File: src/shared/wsru_pkg.sv
// constants and carrier types of the word shift and rotate unit
package wsru_pkg;
	// ************************************************************
	// register map, byte addresses
	// ************************************************************
	localparam int ADDR_W = 8;
	localparam logic [7:0] ADDR_CMD = 8'h00;
	localparam logic [7:0] ADDR_LO_WORD = 8'h04;
	localparam logic [7:0] ADDR_HI_WORD = 8'h08;
	localparam logic [7:0] ADDR_STATUS = 8'h0C;
	localparam logic [7:0] ADDR_INT_STAT = 8'h10;
	localparam logic [7:0] ADDR_INT_MASK = 8'h14;
	localparam logic [1:0] RESP_OKAY = 2'h0;
	localparam logic [1:0] RESP_SLVERR = 2'h2;
	// ************************************************************
	// word geometry and reset values
	// ************************************************************
	localparam int WORD_W = 24;
	localparam int SIGN_BIT = 23;
	localparam logic [23:0] WORD_RESET = 24'h000000;
	localparam logic [7:0] COUNT_RESET = 8'h00;
	localparam logic [1:0] INT_RESET = 2'h0;
	localparam int INT_DONE_BIT = 0;
	localparam int INT_OVF_BIT = 1;
	// ************************************************************
	// operation codes, bits 23-12 of the command word
	// ************************************************************
	localparam logic [11:0] OP_SHL_ARITH_SINGLE = 12'h020;
	localparam logic [11:0] OP_SHR_ARITH_SINGLE = 12'h021;
	localparam logic [11:0] OP_SHL_LOGIC_SINGLE = 12'h022;
	localparam logic [11:0] OP_SHR_LOGIC_SINGLE = 12'h023;
	localparam logic [11:0] OP_ROTL_SINGLE = 12'h024;
	localparam logic [11:0] OP_ROTR_SINGLE = 12'h025;
	localparam logic [11:0] OP_SHL_ARITH_PAIR = 12'h026;
	localparam logic [11:0] OP_SHR_ARITH_PAIR = 12'h027;
	localparam logic [11:0] OP_SHL_LOGIC_PAIR = 12'h028;
	localparam logic [11:0] OP_SHR_LOGIC_PAIR = 12'h029;
	localparam logic [11:0] OP_ROTL_PAIR = 12'h02A;
	localparam logic [11:0] OP_ROTR_PAIR = 12'h02B;
	// ************************************************************
	// carrier types
	// ************************************************************
	typedef struct packed {
		logic [11:0] opcode;
		logic [3:0] rsvd;
		logic [7:0] count;
	} wsru_cmd_t;
	typedef struct packed {
		logic ovf;
		logic zero;
		logic neg;
		logic pos;
	} wsru_flags_t;
	typedef enum logic {WSRU_IDLE, WSRU_RUN} wsru_state_t;
endpackage

File: src/hw/wsru_core.sv
// word shift and rotate unit with its AXI4-Lite register slave
//
// Design decisions made here: the AXI4-Lite slave port and the register addresses.
`timescale 1ns/10ps
module wsru_core (
	input wire logic aclk,
	input wire logic aresetn,
	input wire logic [7:0] awaddr,
	input wire logic awvalid,
	output logic awready,
	input wire logic [31:0] wdata,
	input wire logic [3:0] wstrb,
	input wire logic wvalid,
	output logic wready,
	output logic [1:0] bresp,
	output logic bvalid,
	input wire logic bready,
	input wire logic [7:0] araddr,
	input wire logic arvalid,
	output logic arready,
	output logic [31:0] rdata,
	output logic [1:0] rresp,
	output logic rvalid,
	input wire logic rready,
	output logic irq
);
	// ************************************************************
	// declarations
	// ************************************************************
	wsru_pkg::wsru_state_t state_reg;
	wsru_pkg::wsru_cmd_t cmd_reg, cmd_next;
	wsru_pkg::wsru_flags_t flags_reg;
	logic [23:0] lo_reg, hi_reg, lo_next, hi_next;
	logic [7:0] cnt_reg, aw_addr_reg;
	logic ovf_next, pair_op, step, finish, start, res_neg, res_zero;
	logic [1:0] int_stat_reg, int_mask_reg, int_set, bresp_reg, rresp_reg;
	logic irq_reg, aw_got_reg, w_got_reg, aw_got_next, w_got_next;
	logic [31:0] w_data_reg, rdata_reg, wr_val, rd_val;
	logic [3:0] w_strb_reg;
	logic awready_reg, wready_reg, bvalid_reg, arready_reg, rvalid_reg;
	logic wr_fire, ar_fire, wr_ok, rd_ok, busy;

	function automatic logic [31:0] merge(input logic [31:0] old, input logic [31:0] dat,
		input logic [3:0] strb);
		logic [31:0] res;
		res = old;
		for (int i = 0; i < 4; i++) begin
			if (strb[i]) begin
				res[i*8 +: 8] = dat[i*8 +: 8];
			end
		end
		return res;
	endfunction

	assign busy = (state_reg == wsru_pkg::WSRU_RUN);
	assign awready = awready_reg;
	assign wready = wready_reg;
	assign bvalid = bvalid_reg;
	assign bresp = bresp_reg;
	assign arready = arready_reg;
	assign rvalid = rvalid_reg;
	assign rdata = rdata_reg;
	assign rresp = rresp_reg;
	assign irq = irq_reg;

	// ************************************************************
	// write channel capture
	// ************************************************************
	assign wr_fire = aw_got_reg && w_got_reg && !bvalid_reg;
	assign aw_got_next = (awvalid && awready_reg) ? 1'b1 : (wr_fire ? 1'b0 : aw_got_reg);
	assign w_got_next = (wvalid && wready_reg) ? 1'b1 : (wr_fire ? 1'b0 : w_got_reg);

	always_ff @(posedge aclk) begin
		if (!aresetn) begin
			aw_got_reg <= 1'b0;
			w_got_reg <= 1'b0;
			awready_reg <= 1'b0;
			wready_reg <= 1'b0;
			aw_addr_reg <= 8'h00;
			w_data_reg <= 32'h00000000;
			w_strb_reg <= 4'h0;
		end else begin
			aw_got_reg <= aw_got_next;
			w_got_reg <= w_got_next;
			awready_reg <= !aw_got_next;
			wready_reg <= !w_got_next;
			if (awvalid && awready_reg) begin
				aw_addr_reg <= awaddr;
			end
			if (wvalid && wready_reg) begin
				w_data_reg <= wdata;
				w_strb_reg <= wstrb;
			end
		end
	end

	// ************************************************************
	// write decode: a command or operand write while busy is refused
	// ************************************************************
	always_comb begin
		cmd_next = cmd_reg;
		wr_ok = 1'b0;
		wr_val = 32'h00000000;
		case (aw_addr_reg)
			wsru_pkg::ADDR_CMD: begin
				wr_val = merge({8'h00, cmd_reg}, w_data_reg, w_strb_reg);
				cmd_next = wr_val[23:0];
				wr_ok = !busy && (cmd_next.opcode >= wsru_pkg::OP_SHL_ARITH_SINGLE) &&
					(cmd_next.opcode <= wsru_pkg::OP_ROTR_PAIR);
			end
			wsru_pkg::ADDR_LO_WORD: begin
				wr_val = merge({8'h00, lo_reg}, w_data_reg, w_strb_reg);
				wr_ok = !busy;
			end
			wsru_pkg::ADDR_HI_WORD: begin
				wr_val = merge({8'h00, hi_reg}, w_data_reg, w_strb_reg);
				wr_ok = !busy;
			end
			wsru_pkg::ADDR_STATUS: begin
				wr_ok = 1'b1;
			end
			wsru_pkg::ADDR_INT_STAT, wsru_pkg::ADDR_INT_MASK: begin
				wr_val = w_data_reg;
				wr_ok = 1'b1;
			end
			default: begin
				wr_ok = 1'b0;
			end
		endcase
	end

	assign start = wr_fire && wr_ok && (aw_addr_reg == wsru_pkg::ADDR_CMD);

	always_ff @(posedge aclk) begin
		if (!aresetn) begin
			bvalid_reg <= 1'b0;
			bresp_reg <= wsru_pkg::RESP_OKAY;
		end else if (wr_fire) begin
			bvalid_reg <= 1'b1;
			bresp_reg <= wr_ok ? wsru_pkg::RESP_OKAY : wsru_pkg::RESP_SLVERR;
		end else if (bready) begin
			bvalid_reg <= 1'b0;
		end
	end

	// ************************************************************
	// read channel
	// ************************************************************
	assign ar_fire = arvalid && arready_reg;

	always_comb begin
		rd_ok = 1'b1;
		case (araddr)
			wsru_pkg::ADDR_CMD: rd_val = {8'h00, cmd_reg};
			wsru_pkg::ADDR_LO_WORD: rd_val = {8'h00, lo_reg};
			wsru_pkg::ADDR_HI_WORD: rd_val = {8'h00, hi_reg};
			wsru_pkg::ADDR_STATUS: rd_val = {27'h0, flags_reg, busy};
			wsru_pkg::ADDR_INT_STAT: rd_val = {30'h0, int_stat_reg};
			wsru_pkg::ADDR_INT_MASK: rd_val = {30'h0, int_mask_reg};
			default: begin
				rd_val = 32'h00000000;
				rd_ok = 1'b0;
			end
		endcase
	end

	always_ff @(posedge aclk) begin
		if (!aresetn) begin
			arready_reg <= 1'b0;
			rvalid_reg <= 1'b0;
			rdata_reg <= 32'h00000000;
			rresp_reg <= wsru_pkg::RESP_OKAY;
		end else if (ar_fire) begin
			arready_reg <= 1'b0;
			rvalid_reg <= 1'b1;
			rdata_reg <= rd_val;
			rresp_reg <= rd_ok ? wsru_pkg::RESP_OKAY : wsru_pkg::RESP_SLVERR;
		end else if (rvalid_reg && rready) begin
			rvalid_reg <= 1'b0;
			arready_reg <= 1'b1;
		end else if (!rvalid_reg) begin
			arready_reg <= 1'b1;
		end
	end

	// ************************************************************
	// one shift step per clock; a count of 255 takes 255 steps and stays busy 256 cycles
	// ************************************************************
	assign pair_op = (cmd_reg.opcode >= wsru_pkg::OP_SHL_ARITH_PAIR);
	assign step = busy && (cnt_reg != 8'h00);
	assign finish = busy && (cnt_reg == 8'h00);

	always_comb begin
		lo_next = lo_reg;
		hi_next = hi_reg;
		ovf_next = 1'b0;
		case (cmd_reg.opcode)
			wsru_pkg::OP_SHL_ARITH_SINGLE: lo_next = {lo_reg[23], lo_reg[21:0], 1'b0};
			wsru_pkg::OP_SHR_ARITH_SINGLE: lo_next = {lo_reg[23], lo_reg[23], lo_reg[22:1]};
			wsru_pkg::OP_SHL_LOGIC_SINGLE: lo_next = {lo_reg[22:0], 1'b0};
			wsru_pkg::OP_SHR_LOGIC_SINGLE: lo_next = {1'b0, lo_reg[23:1]};
			wsru_pkg::OP_ROTL_SINGLE: lo_next = {lo_reg[22:0], lo_reg[23]};
			wsru_pkg::OP_ROTR_SINGLE: lo_next = {lo_reg[0], lo_reg[23:1]};
			wsru_pkg::OP_SHL_ARITH_PAIR: begin
				hi_next = {hi_reg[23], hi_reg[21:0], lo_reg[22]};
				lo_next = {lo_reg[23], lo_reg[21:0], 1'b0};
				ovf_next = hi_reg[22] ^ hi_reg[23];
			end
			wsru_pkg::OP_SHR_ARITH_PAIR: begin
				hi_next = {hi_reg[23], hi_reg[23], hi_reg[22:1]};
				lo_next = {lo_reg[23], hi_reg[0], lo_reg[22:1]};
			end
			wsru_pkg::OP_SHL_LOGIC_PAIR: begin
				{hi_next, lo_next} = {hi_reg[22:0], lo_reg, 1'b0};
				ovf_next = hi_reg[22] ^ hi_reg[23];
			end
			wsru_pkg::OP_SHR_LOGIC_PAIR: {hi_next, lo_next} = {1'b0, hi_reg, lo_reg[23:1]};
			wsru_pkg::OP_ROTL_PAIR: begin
				hi_next = {hi_reg[22:0], lo_reg[23]};
				lo_next = {lo_reg[22:0], hi_reg[23]};
			end
			wsru_pkg::OP_ROTR_PAIR: begin
				hi_next = {lo_reg[0], hi_reg[23:1]};
				lo_next = {hi_reg[0], lo_reg[23:1]};
			end
			default: begin
				lo_next = lo_reg;
			end
		endcase
	end

	// sign bit position is the only thing arithmetic and logical variants differ on
	always_ff @(posedge aclk) begin
		if (!aresetn) begin
			lo_reg <= wsru_pkg::WORD_RESET;
			hi_reg <= wsru_pkg::WORD_RESET;
		end else if (step) begin
			lo_reg <= lo_next;
			hi_reg <= hi_next;
		end else if (wr_fire && wr_ok && aw_addr_reg == wsru_pkg::ADDR_LO_WORD) begin
			lo_reg <= wr_val[23:0];
		end else if (wr_fire && wr_ok && aw_addr_reg == wsru_pkg::ADDR_HI_WORD) begin
			hi_reg <= wr_val[23:0];
		end
	end
	property p_arith_sign;
		@(posedge aclk) disable iff (!aresetn)
		step && cmd_reg.opcode == wsru_pkg::OP_SHR_ARITH_SINGLE |=> lo_reg[23] == $past(lo_reg[23]);
	endproperty
	a_arith_sign: assert property (p_arith_sign) else $error("sign bit changed");
	property p_single_hi_kept;
		@(posedge aclk) disable iff (!aresetn)
		step && cmd_reg.opcode == wsru_pkg::OP_SHL_ARITH_SINGLE |=> $stable(hi_reg);
	endproperty
	a_single_hi_kept: assert property (p_single_hi_kept) else $error("hi_word touched");
	property p_rotl_single;
		@(posedge aclk) disable iff (!aresetn)
		step && cmd_reg.opcode == wsru_pkg::OP_ROTL_SINGLE |=>
			lo_reg == {$past(lo_reg[22:0]), $past(lo_reg[23])};
	endproperty
	a_rotl_single: assert property (p_rotl_single) else $error("rotate lost a bit");
	property p_rad_bypass;
		@(posedge aclk) disable iff (!aresetn)
		step && cmd_reg.opcode == wsru_pkg::OP_SHR_ARITH_PAIR |=>
			lo_reg[23] == $past(lo_reg[23]) && lo_reg[22] == $past(hi_reg[0]);
	endproperty
	a_rad_bypass: assert property (p_rad_bypass) else $error("pair right arith wrong");
	property p_rotr_pair;
		@(posedge aclk) disable iff (!aresetn)
		step && cmd_reg.opcode == wsru_pkg::OP_ROTR_PAIR |=>
			hi_reg[23] == $past(lo_reg[0]) && lo_reg[23] == $past(hi_reg[0]);
	endproperty
	a_rotr_pair: assert property (p_rotr_pair) else $error("pair rotate right wrong");
	property p_logic_fill;
		@(posedge aclk) disable iff (!aresetn)
		step && cmd_reg.opcode == wsru_pkg::OP_SHR_LOGIC_SINGLE |=> !lo_reg[23];
	endproperty
	a_logic_fill: assert property (p_logic_fill) else $error("right logical not zero filled");

	always_ff @(posedge aclk) begin
		if (!aresetn) begin
			state_reg <= wsru_pkg::WSRU_IDLE;
			cmd_reg <= '0;
			cnt_reg <= wsru_pkg::COUNT_RESET;
		end else begin
			case (state_reg)
				wsru_pkg::WSRU_IDLE: begin
					if (start) begin
						cmd_reg <= cmd_next;
						cnt_reg <= cmd_next.count;
						state_reg <= wsru_pkg::WSRU_RUN;
					end
				end
				wsru_pkg::WSRU_RUN: begin
					if (step) begin
						cnt_reg <= cnt_reg - 8'h01;
					end else begin
						state_reg <= wsru_pkg::WSRU_IDLE;
					end
				end
				default: state_reg <= wsru_pkg::WSRU_IDLE;
			endcase
		end
	end
	property p_count_down;
		@(posedge aclk) disable iff (!aresetn)
		start |=> busy && cnt_reg == $past(cmd_next.count);
	endproperty
	a_count_down: assert property (p_count_down) else $error("count not loaded");
	property p_zero_count;
		@(posedge aclk) disable iff (!aresetn)
		start && cmd_next.count == 8'h00 |=> busy ##1 !busy && $stable(lo_reg) && $stable(hi_reg);
	endproperty
	a_zero_count: assert property (p_zero_count) else $error("zero count moved data");

	// ************************************************************
	// condition flags
	// ************************************************************
	assign res_neg = pair_op ? hi_reg[23] : lo_reg[23];
	assign res_zero = pair_op ? ({hi_reg, lo_reg} == 48'h000000000000) : (lo_reg == 24'h000000);

	always_ff @(posedge aclk) begin
		if (!aresetn) begin
			flags_reg <= '0;
		end else if (start) begin
			flags_reg.ovf <= 1'b0;
		end else if (step && ovf_next) begin
			flags_reg.ovf <= 1'b1;
		end else if (finish) begin
			flags_reg.neg <= res_neg;
			flags_reg.zero <= res_zero;
			flags_reg.pos <= !res_neg && !res_zero;
		end
	end
	property p_done_flags;
		@(posedge aclk) disable iff (!aresetn)
		finish |=> !busy && flags_reg.zero == $past(res_zero) && int_stat_reg[0];
	endproperty
	a_done_flags: assert property (p_done_flags) else $error("flags wrong at end");
	property p_ovf;
		@(posedge aclk) disable iff (!aresetn)
		step && cmd_reg.opcode == wsru_pkg::OP_SHL_LOGIC_PAIR && hi_reg[22] != hi_reg[23]
			|=> flags_reg.ovf;
	endproperty
	a_ovf: assert property (p_ovf) else $error("overflow missed");

	// ************************************************************
	// interrupts: set wins over a write-one clear
	// ************************************************************
	assign int_set = {finish && flags_reg.ovf, finish};

	always_ff @(posedge aclk) begin
		if (!aresetn) begin
			int_stat_reg <= wsru_pkg::INT_RESET;
			int_mask_reg <= wsru_pkg::INT_RESET;
			irq_reg <= 1'b0;
		end else begin
			if (wr_fire && aw_addr_reg == wsru_pkg::ADDR_INT_STAT) begin
				int_stat_reg <= (int_stat_reg & ~wr_val[1:0]) | int_set;
			end else begin
				int_stat_reg <= int_stat_reg | int_set;
			end
			if (wr_fire && aw_addr_reg == wsru_pkg::ADDR_INT_MASK) begin
				int_mask_reg <= wr_val[1:0];
			end
			irq_reg <= |(int_stat_reg & int_mask_reg);
		end
	end
endmodule

File: config.mk
export PLATFORM = sky130hd
export DESIGN_NAME = wsru_core
export DESIGN_NICKNAME = d
export VERILOG_FILES = /design/src/shared/wsru_pkg.sv /design/src/hw/wsru_core.sv
export SDC_FILE = /design/constraint.sdc
export NUM_CORES = 1
export LEC_CHECK = 0
export BUFFER_PORTS_ARGS = -buffer_cell sky130_fd_sc_hd__buf_2
export CAP_MARGIN = 20
export CORE_AREA = 2 2 179 111
export CTS_CLUSTER_SIZE = 12
export DETAILED_ROUTE_END_ITERATION = 12
export DIE_AREA = 0 0 181 113
export GPL_TIMING_DRIVEN = 0
export HOLD_SLACK_MARGIN = 0.12
export PLACE_DENSITY = 0.67
export SETUP_SLACK_MARGIN = 0.05
export SLEW_MARGIN = 20
export SYNTH_ARGS = -nofsm -noshare
export SYNTH_HDL_FRONTEND = slang
export SYNTH_SLANG_ARGS = --single-unit
File: constraint.sdc
create_clock -name aclk -period 2.6 [get_ports aclk]
set_input_delay 0.26 -clock aclk [delete_from_list [all_inputs] [get_ports aclk]]
set_output_delay 0.26 -clock aclk [all_outputs]
set_load 0.02 [all_outputs]
==> run metrics <==
CP Class flop to flop; EDFF count, synth 0; FMAX about 390 MHz; DIE WIDTH roughly 180 um; Critical Path Fanout Max 8; Syn Area/Cell 8.08 um^2; worst skew pair latency 0.45 ns; Max Slew Vio Count 0; Final Hold Vio Count 0; final setup fails 0; crit path capture type flop; fin crit share 0.979; first-pass GRT wire length roughly 55000 um; initial antenna violation count 0; Post-Place Worst Slack -0.533 ns; Synth area leaders dfxtp_1 (35%), a21oi_1 (7.7%), nand2_1 (5.6%); top cell type by total area after synthesis dfxtp_1; Seq/Total Area, Yosys 0.355; CTS tree yes; Placer Congestion between 0.9 and 1; # port buffers approximately 80; GRT Residual Overflow 0; Final Util 0.587; worst hold path type primary input to flop; CTS H-Tree Depth 4; Cell Area, Synth ~8900 um^2; pwr dens roughly 520 nW/um^2; Layout Nets 1318; # rows 39; drt total wl around 37000 um; Least-Margin Pin Slew ~1.0 ns; synthesized flop and latch total 158; core area 18700 um^2; HPWL Detailed around 27000 um; status completed; Via density roughly 6.4; GRT Total Usage 0.359; clk_skew around 0.011 ns; die height approximately 110 um; vias in the first global route approximately 8900; largest net degree at the start of global routing 20; Hold Crit Depth 3; min cycle time layout about 2.5 ns; Max-cap violations 0; worst setup slack after layout 0.0545 ns; RSZ-0062 raised after global routing yes; Cells after Synth 1104; most frequent cells in the layout dfxtp_1 (155), nand2_1 (132), a21oi_1 (131); fraction of layout cells with a size suffix above 1 0.192; synth warn 0; CP Launch Type flop; most common cell after layout, fill and taps aside dfxtp_1; top cell type's share of synthesized area 0.355; vias post-DR between 9000 and 10000; peak supply drop about 0.51 mV; Rel. slew slack 0.320; initial core utilization 0.476; Avg WL per Cell roughly 24 um; IO Pins around 100; full die area ~20000 um^2; Root Buffer clkbuf_16; DRC viols 0; Reg clk slew, reported paths around 0.07 ns; post-synth cell types 70; CTS Buf Count 17; Lkg Pwr slightly above 4 nW; asr flop ratio synth 0; Area Overhead vs Synth 23.4%; Sink Count approximately 160; Routed Antenna Nets 0; DRT iter0 DRCs ~1400; clk buf depth 2; drt first pass iters 6; Critical Path RT between 2 and 3 ns; CP arrival 2.93 ns; Synth Flop Type dfxtp_1; R2R depth 10
-- metrics by stage --
stage / hold WS (ns) / power [mW] / setup TNS (ns) / std cells / instance area [um^2]
finish: 0.228 / 5.78 / 0 / 1517 / 11000
global route: 0.233 / 5.92 / -0.0213 / 1516 / 11000
CTS: 0.194 / 5.70 / 0 / 1512 / 10800
detailed placement: 0.451 / 3.06 / -24.24 / 1438 / 9660
global placement: 0.446 / 3.06 / -28.24 / 1438 / 9650
floorplan: 0.376 / 2.85 / 0 / 1113 / 8950
-- cell type report --
cell class | instances | area (um^2)
Tap cell | 246 | 308
Inverter | 16 | 60.1
Fill cell | 1691 | 7730
Antenna cell | 1 | 2.50
Sequential cell | 158 | 3170
Clock inverter | 11 | 131
Timing Repair Buffer | 128 | 888
Multi-Input combinational cell | 837 | 5460
Clock buffer | 21 | 470
Buffer | 99 | 515
-- report_power, final --
group	internal, mW	leakage [nW]	switching (mW)
clock network	1.50	0.286	1.11
logic	0.244	2.56	0.421
registers	2.45	1.28	0.0442
-- logic make-up (layout without fill, tap and decap cells) --
| logic type | count (synthesis) | in the layout | share of synthesized area |
|---|---|---|---|
| DFF | 158 | 158 | 0.355 |
| adders and majority gates | 2 | 2 | 0.00281 |
| muxes | 78 | 78 | 0.0918 |
| xor gates and xnor gates | 1 | 1 | 0.000982 |
| buffers and inverters | 118 | 275 | 0.0579 |
| AOI/OAI and AO/OA | 417 | 417 | 0.309 |
| other | 1 | 11 | 0.000421 |
| and+or+nand+nor | 329 | 329 | 0.183 |
-- routing by layer --
layer  global-route usage  share of wire
met2                0.476           0.38
met1                0.514           0.45
met3                0.154           0.15
met5                    0              0
met4                0.118          0.023
-- final timing paths --
kind,startpoint,endpoint,slack (ns)
max,cnt_reg[0],lo_reg[8],0.05
min,awvalid,aw_addr_reg[0],0.23
max reg2reg,cnt_reg[0],lo_reg[8],0.05
min reg2reg,aw_addr_reg[6],aw_addr_reg[6],0.46
-- cell usage after synthesis, types with 5 or more instances --
master / instances
a211oi_1: 5
a21o_1: 7
a21oi_1: 137
a21oi_2: 11
a221oi_1: 5
a22o_1: 27
a22oi_1: 36
a2bb2oi_1: 5
a31oi_1: 16
and2_1: 23
buf_1: 9
buf_2: 14
buf_4: 11
clkbuf_1: 66
dfxtp_1: 158
inv_1: 16
mux2_2: 29
mux2i_1: 48
nand2_1: 133
nand3_1: 29
nand3b_1: 14
nand4_1: 10
nor2_1: 48
nor2b_1: 13
nor3_1: 14
nor3b_1: 7
nor4_1: 14
o211a_1: 10
o21a_1: 10
o21ai_0: 75
o221ai_1: 7
o22a_1: 8
o22ai_1: 8
o2bb2ai_1: 20
-- what timing repair did --
action | 4_1_cts | 5_1_grt
buffers inserted | 5 | 5
pin swaps | 7 | 13
endpoints found under the hold margin | 38 | 0
cloned | 0 | 1
hold buffers | 38 | 0
endpoints found under the setup margin | 82 | 66
resized for setup | 36 | 46
-- worst max-delay path, cell delays in order (launching register included) --
cell and delay (ns):
dfxtp_4 0.36, inv_2 0.06, ha_4 0.12, or3b_4 0.39
o41a_1 0.43, or3_4 0.36, buf_12 0.17, buf_12 0.15
a21oi_4 0.21, a21oi_2 0.06, a21oi_1 0.16
Note: power is estimated with default switching activity, not from simulation.
